`config.mk`:
```
export PLATFORM = sky130hd
export DESIGN_NAME = mchp_port
export DESIGN_NICKNAME = d
export VERILOG_FILES = /design/src/rtl/mchp_pkg.sv /design/src/rtl/mchp_fifo.sv /design/src/rtl/mchp_port.sv
export VERILOG_INCLUDE_DIRS = /design/src /design/src/rtl
export SDC_FILE = /design/constraint.sdc
export NUM_CORES = 1
export LEC_CHECK = 0
export BUFFER_PORTS_ARGS = -buffer_cell sky130_fd_sc_hd__buf_4
export CORE_MARGIN = 4
export CORE_UTILIZATION = 40
export CTS_CLUSTER_DIAMETER = 30
export DETAILED_ROUTE_END_ITERATION = 8
export SLEW_MARGIN = 5
export SYNTH_ARGS = -nofsm -noshare
export SYNTH_HDL_FRONTEND = slang
export SYNTH_SLANG_ARGS = --single-unit
```
`constraint.sdc`:
```
create_clock -name CLK -period 6.1 [get_ports CLK]
set_input_delay 1.22 -clock CLK [delete_from_list [all_inputs] [get_ports CLK]]
set_output_delay 1.22 -clock CLK [all_outputs]
set_load 0.03 [all_outputs]
```
`src/rtl/mchp_consts.svh`:
```
`ifndef MCHP_CONSTS_SVH
`define MCHP_CONSTS_SVH
// host i/o port addresses
`define MCHP_ADDR_DATA 10'h2fc
`define MCHP_ADDR_RST_CLR 10'h2fd
`define MCHP_ADDR_CMD_STAT 10'h2fe
`define MCHP_ADDR_RST_SET 10'h2ff
// status bit positions
`define MCHP_ST_OBF 0
`define MCHP_ST_IBF 1
`define MCHP_ST_SPARE 2
`define MCHP_ST_CMD 3
`define MCHP_ST_BTN_LO 4
`define MCHP_ST_PWR 7
// command headers and lengths (header included)
`define MCHP_HDR_SET_TIME 8'h01
`define MCHP_HDR_READ_TIME 8'h02
`define MCHP_HDR_MOTION 8'h08
`define MCHP_HDR_TIMER 8'h20
`define MCHP_LEN_SET_TIME 4'h5
`define MCHP_LEN_READ_TIME 4'h1
`define MCHP_LEN_MOTION 4'h3
`define MCHP_LEN_TIMER 4'h2
// packet headers sent to the host
`define MCHP_PKT_A 8'h41
`define MCHP_PKT_B 8'h42
`define MCHP_PKT_M 8'h4d
`define MCHP_PKT_R 8'h52
// data bytes that follow an A, M or R header
`define MCHP_PKT_DATA 3'h4
// timer interval for timed packets, about 40 per second
`define MCHP_TIMER_PERIOD_NS 25000000
`define MCHP_CLK_PERIOD_NS 25
`define MCHP_TIMER_CYCLES (`MCHP_TIMER_PERIOD_NS / `MCHP_CLK_PERIOD_NS)
`endif

```
`src/rtl/mchp_pkg.sv`:
```
package mchp_pkg;
  // controller processing states, gray coded along the cycle
  typedef enum logic [2:0] {
    MCHP_IDLE = 3'b000,
    MCHP_CHECK = 3'b001,
    MCHP_EXEC = 3'b011,
    MCHP_FLUSH = 3'b010,
    MCHP_SEND = 3'b110
  } mchp_state_t;
  // transfer modes toward the host
  typedef enum logic [1:0] {
    MCHP_MODE_EVERY = 2'b00,
    MCHP_MODE_FIRST = 2'b01,
    MCHP_MODE_POLL = 2'b10
  } mchp_mode_t;
endpackage : mchp_pkg

```
`src/rtl/mchp_fifo.sv`:
```
`timescale 1ns/1ps
module mchp_fifo #(
  parameter int WIDTH = 8,
  parameter int DEPTH = 8
) (
  input wire logic clk,
  input wire logic rst_n,
  input wire logic in_valid,
  output logic in_ready,
  input wire logic [WIDTH-1:0] in_data,
  output logic out_valid,
  input wire logic out_ready,
  output logic [WIDTH-1:0] out_data
);
  localparam int AW = $clog2(DEPTH);
  logic [WIDTH-1:0] mem [DEPTH];
  logic [AW-1:0] wr_q;
  logic [AW-1:0] rd_q;
  logic [AW:0] cnt_q;
  logic push;
  logic pop;

  // honest flags straight from the occupancy count
  assign in_ready = (cnt_q != (AW+1)'(DEPTH));
  assign out_valid = (cnt_q != '0);
  assign out_data = mem[rd_q];
  assign push = in_valid && in_ready;
  assign pop = out_valid && out_ready;

  // storage has no reset, pointers do
  always_ff @(posedge clk) begin
    if (push) begin
      mem[wr_q] <= in_data;
    end
  end

  always_ff @(posedge clk or negedge rst_n) begin
    if (!rst_n) begin
      wr_q <= '0;
      rd_q <= '0;
      cnt_q <= '0;
    end else begin
      if (push) begin
        wr_q <= (wr_q == AW'(DEPTH-1)) ? '0 : wr_q + 1'b1;
      end
      if (pop) begin
        rd_q <= (rd_q == AW'(DEPTH-1)) ? '0 : rd_q + 1'b1;
      end
      if (push && !pop) begin
        cnt_q <= cnt_q + 1'b1;
      end else if (pop && !push) begin
        cnt_q <= cnt_q - 1'b1;
      end
    end
  end
endmodule : mchp_fifo

```
`src/rtl/mchp_port.sv`:
```
`timescale 1ns/1ps
`include "mchp_consts.svh"
// What this block does
// - select asserted on host read or write to data or command/status port
// - select forced off while the dma cycle flag is high
// - controller clock is bus oscillator divided by two in a flip-flop
// - controller reset is system reset or latch; set-reset port write sets latch
// - clear-reset port write clears latch unless system reset still asserted
// - data-ready signalled on irq line three by toggling output bit four
// - status bit 0 shows output full, bit 1 shows input full
// - command/status write stores byte and sets command flag; data write leaves it
// - status bits 4..6 show three buttons, 1 = released; bit 2 unused
// - status bit 7 set after clock chip reports low battery
// - set-time header 01 then minutes, hours, day, month in bcd
// - read-time header 02, no data, answered by R packet
// - motion header 08: 0 disables, 1..255 count gives M; buttons give B
// - timer header 20 one byte: nonzero sends A packets about 40 per second while motion is pending
// - each host write moves byte into input buffer and counts it, up to five bytes
// - on command flag check header and count; mismatch flushes buffer and flag
// - after a valid command flush pointer, counter and command flag
// - three host transfer modes: per-byte irq, first-byte irq, poll only
// - motion counted in 1/80 inch units per axis, reset when an A, M or R packet enters the fifo
// - output load sets output full, and irq per transfer mode; repeats irq while still full except in poll mode
module mchp_port
  import mchp_pkg::*;
#(
  parameter int TIMER_CYCLES = `MCHP_TIMER_CYCLES,
  parameter int FIFO_DEPTH = 8
) (
  input wire logic CLK,
  input wire logic RSTN,
  input wire logic SYS_RESET,
  input wire logic [9:0] ADDR,
  input wire logic DMA_CYCLE_FLAG,
  input wire logic IOR_N,
  input wire logic IOW_N,
  input wire logic [7:0] DATA_IN,
  input wire logic [1:0] MODE,
  input wire logic [2:0] BUTTONS_UP,
  input wire logic [3:0] MOUSE_INPUT_PORT_BITS,
  input wire logic LOW_BATTERY_SIGNAL,
  input wire logic [31:0] CLOCK_TIME,
  output logic [7:0] DATA_OUT,
  output logic DATA_OE,
  output logic CHIP_SELECT,
  output logic CTRL_CLK,
  output logic CTRL_RESET,
  output logic IRQ_LINE_THREE,
  output logic [31:0] SET_TIME_DATA,
  output logic SET_TIME_STROBE
);
  localparam int TW = $clog2(TIMER_CYCLES + 1);

  logic [9:0] addr;
  logic rd_req;
  logic wr_req;
  logic sel_data;
  logic sel_cmd;
  logic cs;
  logic rd_q;
  logic wr_q;
  logic rd_edge;
  logic wr_edge;
  logic clk_div_q;
  logic rst_latch_q;
  logic ctl_rst;
  logic [7:0] in_reg_q;
  logic ibf_q;
  logic cmd_flag_q;
  logic [7:0] ibuf_q [5];
  logic [3:0] cnt_q;
  logic [7:0] out_reg_q;
  logic obf_q;
  logic irq_q;
  logic [2:0] pkt_pos_q;
  logic f_out_hdr;
  logic pwr_fail_q;
  logic [2:0] btn_q;
  logic [7:0] motion_lim_q;
  logic button_en_q;
  logic timer_en_q;
  logic [TW-1:0] tmr_q;
  logic [3:0] quad_q;
  logic signed [15:0] dx_q;
  logic signed [15:0] dy_q;
  logic [7:0] net_q;
  mchp_state_t state_q;
  logic [7:0] f_in;
  logic f_in_valid;
  logic f_in_ready;
  logic [7:0] f_out;
  logic f_out_valid;
  logic f_out_ready;
  logic [7:0] q_data_q [5];
  logic [2:0] q_len_q;
  logic [2:0] q_idx_q;
  logic cmd_ok;
  logic tmr_hit;

  // one quadrature step from old and new phase pair
  function automatic logic [1:0] quad_step(input logic [1:0] o, input logic [1:0] n);
    logic [1:0] r;
    r = 2'b00;
    if ({o, n} == 4'b0001 || {o, n} == 4'b0111 || {o, n} == 4'b1110 || {o, n} == 4'b1000) begin
      r = 2'b01;
    end else if ({o, n} == 4'b0010 || {o, n} == 4'b1011 || {o, n} == 4'b1101 ||
                 {o, n} == 4'b0100) begin
      r = 2'b11;
    end
    return r;
  endfunction : quad_step

  // header to command length, zero when unknown
  function automatic logic [3:0] cmd_len(input logic [7:0] h);
    logic [3:0] l;
    case (h)
      `MCHP_HDR_SET_TIME: l = `MCHP_LEN_SET_TIME;
      `MCHP_HDR_READ_TIME: l = `MCHP_LEN_READ_TIME;
      `MCHP_HDR_MOTION: l = `MCHP_LEN_MOTION;
      `MCHP_HDR_TIMER: l = `MCHP_LEN_TIMER;
      default: l = 4'h0;
    endcase
    return l;
  endfunction : cmd_len

  function automatic logic [7:0] abs8(input logic signed [15:0] v);
    logic [15:0] a;
    a = v[15] ? 16'(-v) : v;
    return (a > 16'h00ff) ? 8'hff : a[7:0];
  endfunction : abs8

  // address decode, dma cycles never select
  assign addr = ADDR;
  assign sel_data = (addr == `MCHP_ADDR_DATA);
  assign sel_cmd = (addr == `MCHP_ADDR_CMD_STAT);
  assign rd_req = !IOR_N;
  assign wr_req = !IOW_N;
  assign cs = (sel_data || sel_cmd) && (rd_req || wr_req) && !DMA_CYCLE_FLAG;
  assign rd_edge = rd_req && !rd_q && !DMA_CYCLE_FLAG;
  assign wr_edge = wr_req && !wr_q && !DMA_CYCLE_FLAG;
  assign ctl_rst = SYS_RESET || rst_latch_q;

  // strobe edge memory so one access acts once
  always_ff @(posedge CLK or negedge RSTN) begin
    if (!RSTN) begin
      rd_q <= 1'b0;
      wr_q <= 1'b0;
      CHIP_SELECT <= 1'b0;
    end else begin
      rd_q <= rd_req;
      wr_q <= wr_req;
      CHIP_SELECT <= cs;
    end
  end

  // controller clock divider
  always_ff @(posedge CLK or negedge RSTN) begin
    if (!RSTN) begin
      clk_div_q <= 1'b0;
    end else begin
      clk_div_q <= !clk_div_q;
    end
  end
  assign CTRL_CLK = clk_div_q;

  // reset latch; system reset holds it whatever the clear port says
  always_ff @(posedge CLK or negedge RSTN) begin
    if (!RSTN) begin
      rst_latch_q <= 1'b0;
      CTRL_RESET <= 1'b1;
    end else begin
      if (wr_edge && addr == `MCHP_ADDR_RST_SET) begin
        rst_latch_q <= 1'b1;
      end else if (wr_edge && addr == `MCHP_ADDR_RST_CLR && !SYS_RESET) begin
        rst_latch_q <= 1'b0;
      end
      CTRL_RESET <= ctl_rst;
    end
  end

  // host write path into the input register
  always_ff @(posedge CLK or negedge RSTN) begin
    if (!RSTN) begin
      in_reg_q <= 8'h00;
      ibf_q <= 1'b0;
      cmd_flag_q <= 1'b0;
    end else if (ctl_rst) begin
      ibf_q <= 1'b0;
      cmd_flag_q <= 1'b0;
    end else begin
      if (wr_edge && (sel_data || sel_cmd)) begin
        in_reg_q <= DATA_IN;
        ibf_q <= 1'b1;
      end else if (ibf_q && cnt_q < 4'd5) begin
        ibf_q <= 1'b0;
      end
      // a new command write wins over a flush in the same cycle
      if (wr_edge && sel_cmd) begin
        cmd_flag_q <= 1'b1;
      end else if (state_q == MCHP_FLUSH) begin
        cmd_flag_q <= 1'b0;
      end
    end
  end

  // input buffer and byte counter; overflow bytes stay pending as busy
  always_ff @(posedge CLK or negedge RSTN) begin
    if (!RSTN) begin
      cnt_q <= 4'h0;
      for (int i = 0; i < 5; i++) begin
        ibuf_q[i] <= 8'h00;
      end
    end else if (ctl_rst || state_q == MCHP_FLUSH) begin
      cnt_q <= 4'h0;
    end else if (ibf_q && !(wr_edge && (sel_data || sel_cmd)) && cnt_q < 4'd5) begin
      ibuf_q[cnt_q[2:0]] <= in_reg_q;
      cnt_q <= cnt_q + 4'h1;
    end
  end

  // command checked only once the last byte is buffered
  assign cmd_ok = (cmd_len(ibuf_q[0]) != 4'h0) && (cmd_len(ibuf_q[0]) == cnt_q);

  // controller processing cycle
  always_ff @(posedge CLK or negedge RSTN) begin
    if (!RSTN) begin
      state_q <= MCHP_IDLE;
    end else if (ctl_rst) begin
      state_q <= MCHP_IDLE;
    end else begin
      case (state_q)
        MCHP_IDLE: if (cmd_flag_q && !ibf_q) state_q <= MCHP_CHECK;
        MCHP_CHECK: state_q <= cmd_ok ? MCHP_EXEC : MCHP_FLUSH;
        MCHP_EXEC: state_q <= MCHP_FLUSH;
        MCHP_FLUSH: state_q <= MCHP_IDLE;
        default: state_q <= MCHP_IDLE;
      endcase
    end
  end

  // command execution into settings
  always_ff @(posedge CLK or negedge RSTN) begin
    if (!RSTN) begin
      motion_lim_q <= 8'h00;
      button_en_q <= 1'b0;
      timer_en_q <= 1'b0;
      SET_TIME_DATA <= 32'h0;
      SET_TIME_STROBE <= 1'b0;
    end else if (ctl_rst) begin
      motion_lim_q <= 8'h00;
      button_en_q <= 1'b0;
      timer_en_q <= 1'b0;
      SET_TIME_STROBE <= 1'b0;
    end else begin
      SET_TIME_STROBE <= 1'b0;
      if (state_q == MCHP_EXEC) begin
        case (ibuf_q[0])
          `MCHP_HDR_SET_TIME: begin
            SET_TIME_DATA <= {ibuf_q[1], ibuf_q[2], ibuf_q[3], ibuf_q[4]};
            SET_TIME_STROBE <= 1'b1;
          end
          `MCHP_HDR_MOTION: begin
            motion_lim_q <= ibuf_q[1];
            button_en_q <= (ibuf_q[2] != 8'h00);
          end
          `MCHP_HDR_TIMER: timer_en_q <= (ibuf_q[1] != 8'h00);
          default: ;
        endcase
      end
    end
  end

  // low battery is sticky until a set-time command rechecks it
  always_ff @(posedge CLK or negedge RSTN) begin
    if (!RSTN) begin
      pwr_fail_q <= 1'b0;
      btn_q <= 3'b111;
    end else begin
      btn_q <= BUTTONS_UP;
      if (LOW_BATTERY_SIGNAL) begin
        pwr_fail_q <= 1'b1;
      end else if (SET_TIME_STROBE) begin
        pwr_fail_q <= 1'b0;
      end
    end
  end

  // mickey accumulators, one count per quadrature edge
  always_ff @(posedge CLK or negedge RSTN) begin
    if (!RSTN) begin
      quad_q <= 4'h0;
      dx_q <= 16'sh0;
      dy_q <= 16'sh0;
    end else begin
      quad_q <= MOUSE_INPUT_PORT_BITS;
      if (f_in_valid && f_in_ready && q_idx_q == 3'd0 && q_len_q > 3'd1) begin
        dx_q <= 16'sh0;
        dy_q <= 16'sh0;
      end else begin
        dx_q <= dx_q + 16'(signed'(quad_step(quad_q[1:0], MOUSE_INPUT_PORT_BITS[1:0])));
        dy_q <= dy_q + 16'(signed'(quad_step(quad_q[3:2], MOUSE_INPUT_PORT_BITS[3:2])));
      end
    end
  end
  assign net_q = abs8(dx_q) > abs8(dy_q) ? abs8(dx_q) : abs8(dy_q);

  // timed packet interval
  assign tmr_hit = (tmr_q == TW'(TIMER_CYCLES - 1));
  always_ff @(posedge CLK or negedge RSTN) begin
    if (!RSTN) begin
      tmr_q <= '0;
    end else begin
      tmr_q <= tmr_hit ? '0 : tmr_q + 1'b1;
    end
  end

  // packet builder feeds the fifo one byte at a time
  assign f_in_valid = (q_idx_q < q_len_q);
  assign f_in = q_data_q[q_idx_q];
  always_ff @(posedge CLK or negedge RSTN) begin
    if (!RSTN) begin
      q_len_q <= 3'd0;
      q_idx_q <= 3'd0;
      for (int i = 0; i < 5; i++) begin
        q_data_q[i] <= 8'h00;
      end
    end else if (f_in_valid) begin
      if (f_in_ready) begin
        q_idx_q <= q_idx_q + 3'd1;
      end
    end else begin
      q_idx_q <= 3'd0;
      q_len_q <= 3'd0;
      if (state_q == MCHP_EXEC && ibuf_q[0] == `MCHP_HDR_READ_TIME) begin
        q_data_q <= '{`MCHP_PKT_R, CLOCK_TIME[31:24], CLOCK_TIME[23:16],
                      CLOCK_TIME[15:8], CLOCK_TIME[7:0]};
        q_len_q <= 3'd5;
      end else if (motion_lim_q != 8'h00 && net_q >= motion_lim_q) begin
        q_data_q <= '{`MCHP_PKT_M, dx_q[15:8], dx_q[7:0], dy_q[15:8], dy_q[7:0]};
        q_len_q <= 3'd5;
      end else if (button_en_q && btn_q != BUTTONS_UP) begin
        q_data_q[0] <= `MCHP_PKT_B;
        q_len_q <= 3'd1;
      end else if (timer_en_q && tmr_hit && (dx_q != 16'sh0 || dy_q != 16'sh0)) begin
        q_data_q <= '{`MCHP_PKT_A, dx_q[15:8], dx_q[7:0], dy_q[15:8], dy_q[7:0]};
        q_len_q <= 3'd5;
      end
    end
  end

  // eight-byte buffer between packet builder and output register
  mchp_fifo #(
    .WIDTH(8),
    .DEPTH(FIFO_DEPTH)
  ) u_fifo (
    .clk(CLK),
    .rst_n(RSTN),
    .in_valid(f_in_valid),
    .in_ready(f_in_ready),
    .in_data(f_in),
    .out_valid(f_out_valid),
    .out_ready(f_out_ready),
    .out_data(f_out)
  );
  // next byte withheld while the host has not read the last one
  assign f_out_ready = !obf_q && !ctl_rst;

  // position count, not byte value: a bcd 41 or 52 must not pass for a header
  assign f_out_hdr = (pkt_pos_q == 3'd0);

  // output register, full flag and irq toggle per transfer mode
  always_ff @(posedge CLK or negedge RSTN) begin
    if (!RSTN) begin
      out_reg_q <= 8'h00;
      obf_q <= 1'b0;
      irq_q <= 1'b0;
      pkt_pos_q <= 3'd0;
    end else begin
      if (f_out_valid && f_out_ready) begin
        out_reg_q <= f_out;
        obf_q <= 1'b1;
        if (!f_out_hdr) begin
          pkt_pos_q <= pkt_pos_q - 3'd1;
        end else if (f_out != `MCHP_PKT_B) begin
          pkt_pos_q <= `MCHP_PKT_DATA;
        end
        if (MODE == MCHP_MODE_EVERY) begin
          irq_q <= !irq_q;
        end else if (MODE == MCHP_MODE_FIRST && f_out_hdr) begin
          irq_q <= !irq_q;
        end
      end else if (rd_edge && sel_data) begin
        obf_q <= 1'b0;
      end else if (obf_q && tmr_hit && MODE != MCHP_MODE_POLL) begin
        irq_q <= !irq_q;
      end
    end
  end
  assign IRQ_LINE_THREE = irq_q;

  // read data back onto the bus
  always_ff @(posedge CLK or negedge RSTN) begin
    if (!RSTN) begin
      DATA_OUT <= 8'h00;
      DATA_OE <= 1'b0;
    end else begin
      DATA_OE <= rd_req && cs;
      if (sel_cmd) begin
        DATA_OUT <= {pwr_fail_q, btn_q, cmd_flag_q, 1'b0, ibf_q, obf_q};
      end else begin
        DATA_OUT <= out_reg_q;
      end
    end
  end
endmodule : mchp_port

```
==> results of run 1 <==
-- synthesized netlist by cell type, drive strengths merged (14+ instances only) --
master    n
ha       62
nor2    110
clkbuf   26
dfrtp   235
nor2b    17
nor3     23
o21ai    36
a21oi    50
mux4     18
nand3    26
xor2     36
xnor2    41
mux2    139
nand2   135
edfxtp   64
nor4     14
mux2i    24
a21o     22
inv      44
-- metrics by stage --
stage / util [%] / hold WS, ns / total power [mW]
4_1_cts: 51.0 / 0.435 / 8.69
2_1_floorplan: - / 0.428 / 4.54
3_5_place_dp: 45.2 / 0.427 / 5.29
3_3_place_gp: 45.2 / 0.408 / 5.23
5_1_grt: 51.1 / 0.456 / 9.11
6_report: 51.1 / 0.425 / 8.62
-- final cells by class --
type                            instances  area (um2)  share of cell area, %
Inverter                               46         173                  0.916
Clock inverter                         47         547                   2.90
Tap cell                              504         631                   3.35
Timing Repair Buffer                  144        1130                   5.98
Clock buffer                           68        1590                   8.45
Multi-Input combinational cell        891        6870                   36.4
Sequential cell                       303        7910                   42.0
-- state kept, by name, summed over array words and instances (netlist names), 2 cells and up --
| register | cells |
|---|---|
| quad_q | 4 |
| out_reg_q | 8 |
| u_fifo.cnt_q | 4 |
| btn_q | 3 |
| SET_TIME_DATA | 32 |
| dy_q | 16 |
| cnt_q | 4 |
| in_reg_q | 8 |
| q_idx_q | 3 |
| pkt_pos_q | 3 |
| ibuf_q | 40 |
| state_q | 2 |
| tmr_q | 20 |
| u_fifo.mem | 64 |
| u_fifo.wr_q | 3 |
| DATA_OUT | 8 |
| q_data_q | 37 |
| motion_lim_q | 8 |
| dx_q | 16 |
| u_fifo.rd_q | 3 |
| q_len_q | 2 |
-- worst max-delay path: cells and delay by family, from the launching register on --
family / cells / cell delay, ns
adders and majority gates: 3 / 0.72
AOI/OAI and AO/OA: 13 / 2.09
DFF: 1 / 0.37
buffers and inverters: 3 / 0.47
muxes: 1 / 0.35
and+or+nand+nor: 8 / 1.66
-- worst min-delay path by stage --
stage	slack (ns)	to	cells past startpoint	startpoint
finish	0.43	CTRL_CLK$_DFF_PN0_	1	CTRL_CLK$_DFF_PN0_
global route	0.46	CTRL_CLK$_DFF_PN0_	1	CTRL_CLK$_DFF_PN0_
CTS	0.43	CTRL_CLK$_DFF_PN0_	1	CTRL_CLK$_DFF_PN0_
detailed placement	0.43	CTRL_CLK$_DFF_PN0_	1	CTRL_CLK$_DFF_PN0_
global placement	0.41	CTRL_CLK$_DFF_PN0_	1	CTRL_CLK$_DFF_PN0_
floorplan	0.43	q_data_q[38]$_DFFE_PN0P_	1	q_data_q[38]$_DFFE_PN0P_
-- routing by layer --
metal	vias to the layer above	wire length, um	global-route usage [%]
met3	66	1400	2.90
li1	4954	-	-
met2	194	16200	27.0
met5	-	0	0.476
met1	5050	16400	23.6
met4	0	734	4.73
-- kinds of logic after synthesis --
| kind of cell | share of synthesized area, % |
|---|---|
| simple gates | 12.1 |
| flops | 52.4 |
| mux | 15.4 |
| compound gates | 7.75 |
| buf+inv | 2.29 |
| xor+xnor | 4.47 |
| fa+ha+maj | 5.54 |
-- power by group through the flow --
stage | combinational [mW] | clock (mW) | sequential (mW)
finish | 2.36 | 3.34 | 2.92
global route | 2.62 | 3.51 | 2.97
CTS | 2.36 | 3.41 | 2.91
detailed placement | 2.34 | 0 | 2.95
global placement | 2.30 | 0 | 2.94
floorplan | 1.73 | 0 | 2.81
-- repair_timing --
item	in CTS	in global routing
pin swaps	0	1
setup endpoints to repair	28	33
buffers inserted	0	2
gates cloned	0	0
gates resized for setup	1	6
==> summary.txt, run 1 <==
Max-Cap Viols = 0
Status = completed
Num ports = 112
Die Height = 202 um
Crit-path slowest cell = or4_4
Clock share of power = 38.8%
Area grow syn2layout = 24.9%
Final instance area = 18800 um2
CP required = 6.58 ns
Worst endpoint data arrival time = 6.26 ns
Total global-route track usage = 16.8%
Routability Congestion = 0.895
Worst skew pair latency = 0.60 ns
Syn_area_per_cell = 11.8 um2
Area contributors post-synth = dfrtp_1 (39%), edfxtp_1 (13%), mux2_2 (8.2%), ha_1 (5.1%), nand2_1 (3.4%)
Setup TNS = 0 ns
Commonest non-fill, non-tap cell in the layout = dfrtp_1
Netlist Area Pre-Place = 15100 um2
Beginning of the worst register-to-register path = dy_q[1]$_DFF_PN0_
Synth area leader = dfrtp_1
CP most frequent cell = a21o_1
Initial core utilization = 40.9%
P per Cell Area = 457 nW/um2
Largest net degree at the start of global routing = 121
Maximum VDD drop = 0.359 mV
Row cnt = 70
CTS tree = yes
Non-Filler Instances = 2003
RSZ-0062 raised after global routing = false
Hold Fails Final Rpt = 0
Final worst slack = 0.319 ns
Vias in the first global route = 10600
Post-synth cell types = 68
DIE WIDTH = 202 um
Global-route wire length before repair = 56400 um
Total CTS buffers = 61
Root Buffer = clkbuf_16
Slew Viols, Final = 0
Routed len/inst = 17.3 um
Post-route ant nets = 0
Psw = 2.80 mW
Die area = 40900 um2
GRT overflow = 0
Clk buf depth = 3
Vias = 10300
DP HPWL = 24200 um
Port bufs = 111
H-tree levels = 2
Flops & latches, synth = 303
Core footprint = 36900 um2
Syn Inst Count = 1279
Maximum fanout along the worst path = 14
Ys flop type = dfrtp_1
Initial antenna violation count = 0
Place WS = -0.0328 ns
Initial DRC count = 628
Setup violations, final = 0
Placed Instances = 1886
Slowest stage delay, CP = 0.58 ns
Reg power frac = 33.8%
R2R Setup Slk = 0.32 ns
Inserted Diodes = 0
Final worst path period share = 94.8%
Worst setup EP type = register
Worst Skew = 0.0470 ns
Drc violations = 0
Post-synth EDFFs = 64
Final net count = 1578
1st-pass router iterations = 5
Net Sw Frac = 32.5%
CP startpoint = dy_q[1]$_DFF_PN0_
Max Clk Rate = 173 MHz
Pint = 5.82 mW
Setup CP Type = register to register
Hold buffers post-CTS = 0
Most frequent cells in the layout = dfrtp_1 (235), buf_4 (140), nand2_1 (134)
Comb pwr share = 27.4%
Area share of the leading cell type in the synthesized netlist = 39.0%
Placed instance area = 16700 um2
Wirelength, routed = 34700 um
Sequential-to-total area share from yosys stat = 52.4%
Filler cells = 3226
Async SR Flop Fraction = 78.9%
Mapped Nets = 1410
Leak = 8.53 nW
Via density = 5.12
Crit path time final = 5.78 ns
Relative slew slack = 36.5%
Share of cells above drive strength 1 = 29.0%
Yosys warnings = 0
Worst Reg-to-Reg Cells = 28
Clock transition at path regs = 0.05 ns
Setup crit end = q_data_q[12]$_DFFE_PN0P_
Startpoint class of the critical path = register
Clock sink count = 303
Worst reg2reg endpoint = q_data_q[12]$_DFFE_PN0P_
Hold Path Class = register to register
Worst Tran Pin Value = 0.944 ns
No activity file was read; power rests on OpenSTA's default activity.
==> run 2, diff against run 1 <==
--- a/config.mk
+++ b/config.mk
@@ -6,11 +6,13 @@
 export SDC_FILE = /design/constraint.sdc
 export NUM_CORES = 1
 export LEC_CHECK = 0
+export ABC_AREA = 1
 export BUFFER_PORTS_ARGS = -buffer_cell sky130_fd_sc_hd__buf_4
 export CORE_MARGIN = 4
-export CORE_UTILIZATION = 40
+export CORE_UTILIZATION = 30
 export CTS_CLUSTER_DIAMETER = 30
 export DETAILED_ROUTE_END_ITERATION = 8
+export RECOVER_POWER = 50
 export SLEW_MARGIN = 5
 export SYNTH_ARGS = -nofsm -noshare
 export SYNTH_HDL_FRONTEND = slang
==> summary.txt, run 2 <==
Area contributors post-synth = dfrtp_1 (36%), edfxtp_1 (12%), nand2_1 (12%), ha_1 (4.8%), nor2_1 (4.6%) (was dfrtp_1 (39%), edfxtp_1 (13%), mux2_2 (8.2%), ha_1 (5.1%), nand2_1 (3.4%))
CTS tree = yes (unchanged)
Final net count = 2193 (was 1578)
Non-Filler Instances = 2812 (was 2003)
Violations in the final reports = max-capacitance violations, max-slew violations
Startpoint class of the critical path = register (unchanged)
Async SR Flop Fraction = 78.9% (unchanged)
Slew Viols, Final = 291 (was 0)
Worst Skew = 0.0209 ns (was 0.0470 ns)
Num ports = 112 (unchanged)
M1 WL = 19400 um (was 16400 um)
Multi-input gate area = 7140 um2 (was 6870 um2)
H-tree levels = 3 (was 2)
Placed instance area = 17600 um2 (was 16700 um2)
Regs by FF count = u_fifo.mem (64), ibuf_q (40), q_data_q (37) (unchanged)
Port bufs = 111 (unchanged)
Total CTS buffers = 77 (was 61)
Crit path time final = 5.00 ns (was 5.78 ns)
Worst Reg-to-Reg Cells = 31 (was 28)
Largest net degree at the start of global routing = 130 (was 121)
Reg area = 7910 um2 (unchanged)
Comb pwr share = 21.5% (was 27.4%)
Hold Fails Final Rpt = 0 (unchanged)
Most common library cells after synthesis = nand2_1 (505), dfrtp_1 (235), nor2_1 (200), inv_1 (185), o21ai_0 (147) (was dfrtp_1 (235), nand2_1 (135), mux2_2 (110), nor2_1 (110), edfxtp_1 (64))
Syn Inst Count = 1919 (was 1279)
Initial antenna violation count = 0 (unchanged)
GRT overflow = 0 (unchanged)
Mapped Nets = 2050 (was 1410)
Relative slew slack = -117% (was 36.5%)
Total global-route track usage = 14.7% (was 16.8%)
Wirelength, routed = 42300 um (was 34700 um)
Final instance area = 20200 um2 (was 18800 um2)
Net Sw Frac = 30.8% (was 32.5%)
Max FFs per register = 64 (unchanged)
RSZ-0062 raised after global routing = false (unchanged)
CP startpoint = dx_q[0]$_DFF_PN0_ (was dy_q[1]$_DFF_PN0_)
Sequential-to-total area share from yosys stat = 48.8% (was 52.4%)
CP required = 6.55 ns (was 6.58 ns)
Met2 WL = 19100 um (was 16200 um)
Setup TNS = 0 ns (unchanged)
Clock transition at path regs = 0.05 ns (about the same)
Drc violations = 0 (unchanged)
Share of cells above drive strength 1 = 15.0% (was 29.0%)
Routed len/inst = 15.0 um (was 17.3 um)
1st-pass router iterations = 6 (was 5)
CP most frequent cell = nand2_1 (was a21o_1)
Wire length on met3 = 2620 um (was 1400 um)
Placed Instances = 2671 (was 1886)
Die area = 57800 um2 (was 40900 um2)
Pint = 5.89 mW (was 5.82 mW)
Clock sink count = 303 (unchanged)
R2R Setup Slk = 1.10 ns (was 0.32 ns)
Fin util = 38.1% (was 51.1%)
Max Clk Rate = 200 MHz (was 173 MHz)
Core footprint = 53100 um2 (was 36900 um2)
Root Buffer = clkbuf_16 (unchanged)
Flops & latches, synth = 303 (unchanged)
DP HPWL = 29800 um (was 24200 um)
Yosys warnings = 0 (unchanged)
Setup violations, final = 0 (unchanged)
Beginning of the worst register-to-register path = dx_q[0]$_DFF_PN0_ (was dy_q[1]$_DFF_PN0_)
Routability Congestion = 0.891 (was 0.895)
Post-CTS Setup Bufs = 0 (unchanged)
Worst setup EP type = register (unchanged)
Setup crit end = q_len_q[2]$_DFFE_PN0P_ (was q_data_q[12]$_DFFE_PN0P_)
Worst endpoint data arrival time = 5.44 ns (was 6.26 ns)
Status = complete, but fails checks (was completed)
Psw = 2.62 mW (was 2.80 mW)
Vias = 13500 (was 10300)
Area share of the leading cell type in the synthesized netlist = 36.3% (was 39.0%)
Post-synth cell types = 53 (was 68)
Setup CP Type = register to register (unchanged)
Clk buf depth = 3 (unchanged)
Max-Cap Viols = 3 (was 0)
Maximum VDD drop = 0.254 mV (was 0.359 mV)
Post-synth EDFFs = 64 (unchanged)
Via density = 4.81 (was 5.12)
Area grow syn2layout = 24.8% (was 24.9%)
Clock share of power = 50.1% (was 38.8%)
Filler cells = 5316 (was 3226)
Ys flop type = dfrtp_1 (unchanged)
CTS resizes = 0 (was 1)
Commonest non-fill, non-tap cell in the layout = nand2_1 (was dfrtp_1)
Most frequent cells in the layout = nand2_1 (505), dfrtp_1 (235), nor2_1 (205) (was dfrtp_1 (235), buf_4 (140), nand2_1 (134))
Hold buffers post-CTS = 0 (unchanged)
Inserted Diodes = 0 (unchanged)
DIE WIDTH = 240 um (was 202 um)
Initial DRC count = 902 (was 628)
Top-count cell post-synth = nand2_1 (was dfrtp_1)
Top reg by flops = u_fifo.mem (unchanged)
Synth area leader = dfrtp_1 (unchanged)
Reg power frac = 28.5% (was 33.8%)
Worst skew pair latency = 0.59 ns (was 0.60 ns)
Global-route wire length before repair = 69100 um (was 56400 um)
P per Cell Area = 421 nW/um2 (was 457 nW/um2)
Initial core utilization = 30.5% (was 40.9%)
Hold Slack = 0.415 ns (was 0.425 ns)
Leak = 9.59 nW (was 8.53 nW)
Maximum fanout along the worst path = 33 (was 14)
Row cnt = 84 (was 70)
Crit-path slowest cell = nand2_4 (was or4_4)
Hold Path Class = register to register (unchanged)
Slowest stage delay, CP = 0.41 ns (was 0.58 ns)
Top routing layer in use = met4 (unchanged)
Final worst path period share = 81.9% (was 94.8%)
Worst Tran Pin Value = 3.26 ns (was 0.944 ns)
Worst reg2reg endpoint = q_len_q[2]$_DFFE_PN0P_ (was q_data_q[12]$_DFFE_PN0P_)
Syn_area_per_cell = 8.45 um2 (was 11.8 um2)
Post-route ant nets = 0 (unchanged)
Die Height = 240 um (was 202 um)
Vias in the first global route = 13400 (was 10600)
Netlist Area Pre-Place = 16200 um2 (was 15100 um2)
-- run 2: cell types whose count changed in the layout (fill, tap and decap cells not counted), moves of 40 or more --
cell | previous run | this run
buf_4 | 140 | 100
nand2_1 | 134 | 505
nand3_1 | 25 | 127
inv_1 | 44 | 187
mux2_2 | 110 | 1
o21ai_0 | 34 | 150
nor2_1 | 110 | 205
-- run 2: final cells by class --
| cell class | instances | area share, % |
|---|---|---|
| Sequential cell | 303 | 39.1 |
| Multi-Input combinational cell | 1367 | 35.3 |
| Clock buffer | 106 | 11.0 |
| Tap cell | 688 | 4.25 |
| Timing Repair Buffer | 116 | 4.09 |
| Inverter | 197 | 3.65 |
| Clock inverter | 35 | 2.65 |
-- run 2: how the worst min path moves through the flow --
stage,slack (ns),cells past startpoint,endpoint,from
2_1_floorplan,0.43,2,q_data_q[38]$_DFFE_PN0P_,q_data_q[38]$_DFFE_PN0P_
3_3_place_gp,0.41,1,CTRL_CLK$_DFF_PN0_,CTRL_CLK$_DFF_PN0_
3_5_place_dp,0.41,1,CTRL_CLK$_DFF_PN0_,CTRL_CLK$_DFF_PN0_
4_1_cts,0.42,1,CTRL_CLK$_DFF_PN0_,CTRL_CLK$_DFF_PN0_
5_1_grt,0.43,1,CTRL_CLK$_DFF_PN0_,CTRL_CLK$_DFF_PN0_
6_report,0.41,1,CTRL_CLK$_DFF_PN0_,CTRL_CLK$_DFF_PN0_
-- run 2: per-layer routing --
metal / vias to the layer above / track usage, %
met5: - / 0
met4: 0 / 5.26
li1: 6668 / -
met1: 6457 / 20.0
met2: 333 / 22.7
met3: 78 / 3.79
-- run 2: logic make-up (layout without fill, tap and decap cells) --
logic type	Yosys count	count (layout)	share of synthesized area [%]
simple gates	937	937	25.5
compound gates	320	320	11.1
flops	303	303	48.8
buf+inv	249	454	6.71
fa+ha+maj	65	65	5.15
xor+xnor	36	36	1.94
mux	9	9	0.810
-- run 2: stage by stage --
stage / power [mW] / setup slack (ns)
after detailed placement: 4.26 / 1.18
final: 8.52 / 1.10
after global routing: 9.01 / 0.311
after global placement: 4.22 / 1.36
after CTS: 8.59 / 1.17
after floorplan: 3.77 / 2.13
-- run 2: worst max-delay path: cells and delay by family, from the launching register on --
| kind | cells | cell delay (ns) |
|---|---|---|
| AND/OR/NAND/NOR | 20 | 2.66 |
| adder cells (fa/ha/maj) | 3 | 0.78 |
| AO/OA/AOI/OAI | 5 | 0.62 |
| buffers and inverters | 3 | 0.40 |
| flip-flops | 1 | 0.39 |
-- run 2: power by group through the flow --
stage / sequential, mW / clock, mW / combinational, mW
after floorplan: 2.36 / 0 / 1.41
after global placement: 2.45 / 0 / 1.77
after detailed placement: 2.45 / 0 / 1.81
after CTS: 2.42 / 4.35 / 1.82
after global routing: 2.44 / 4.47 / 2.10
final: 2.43 / 4.26 / 1.83
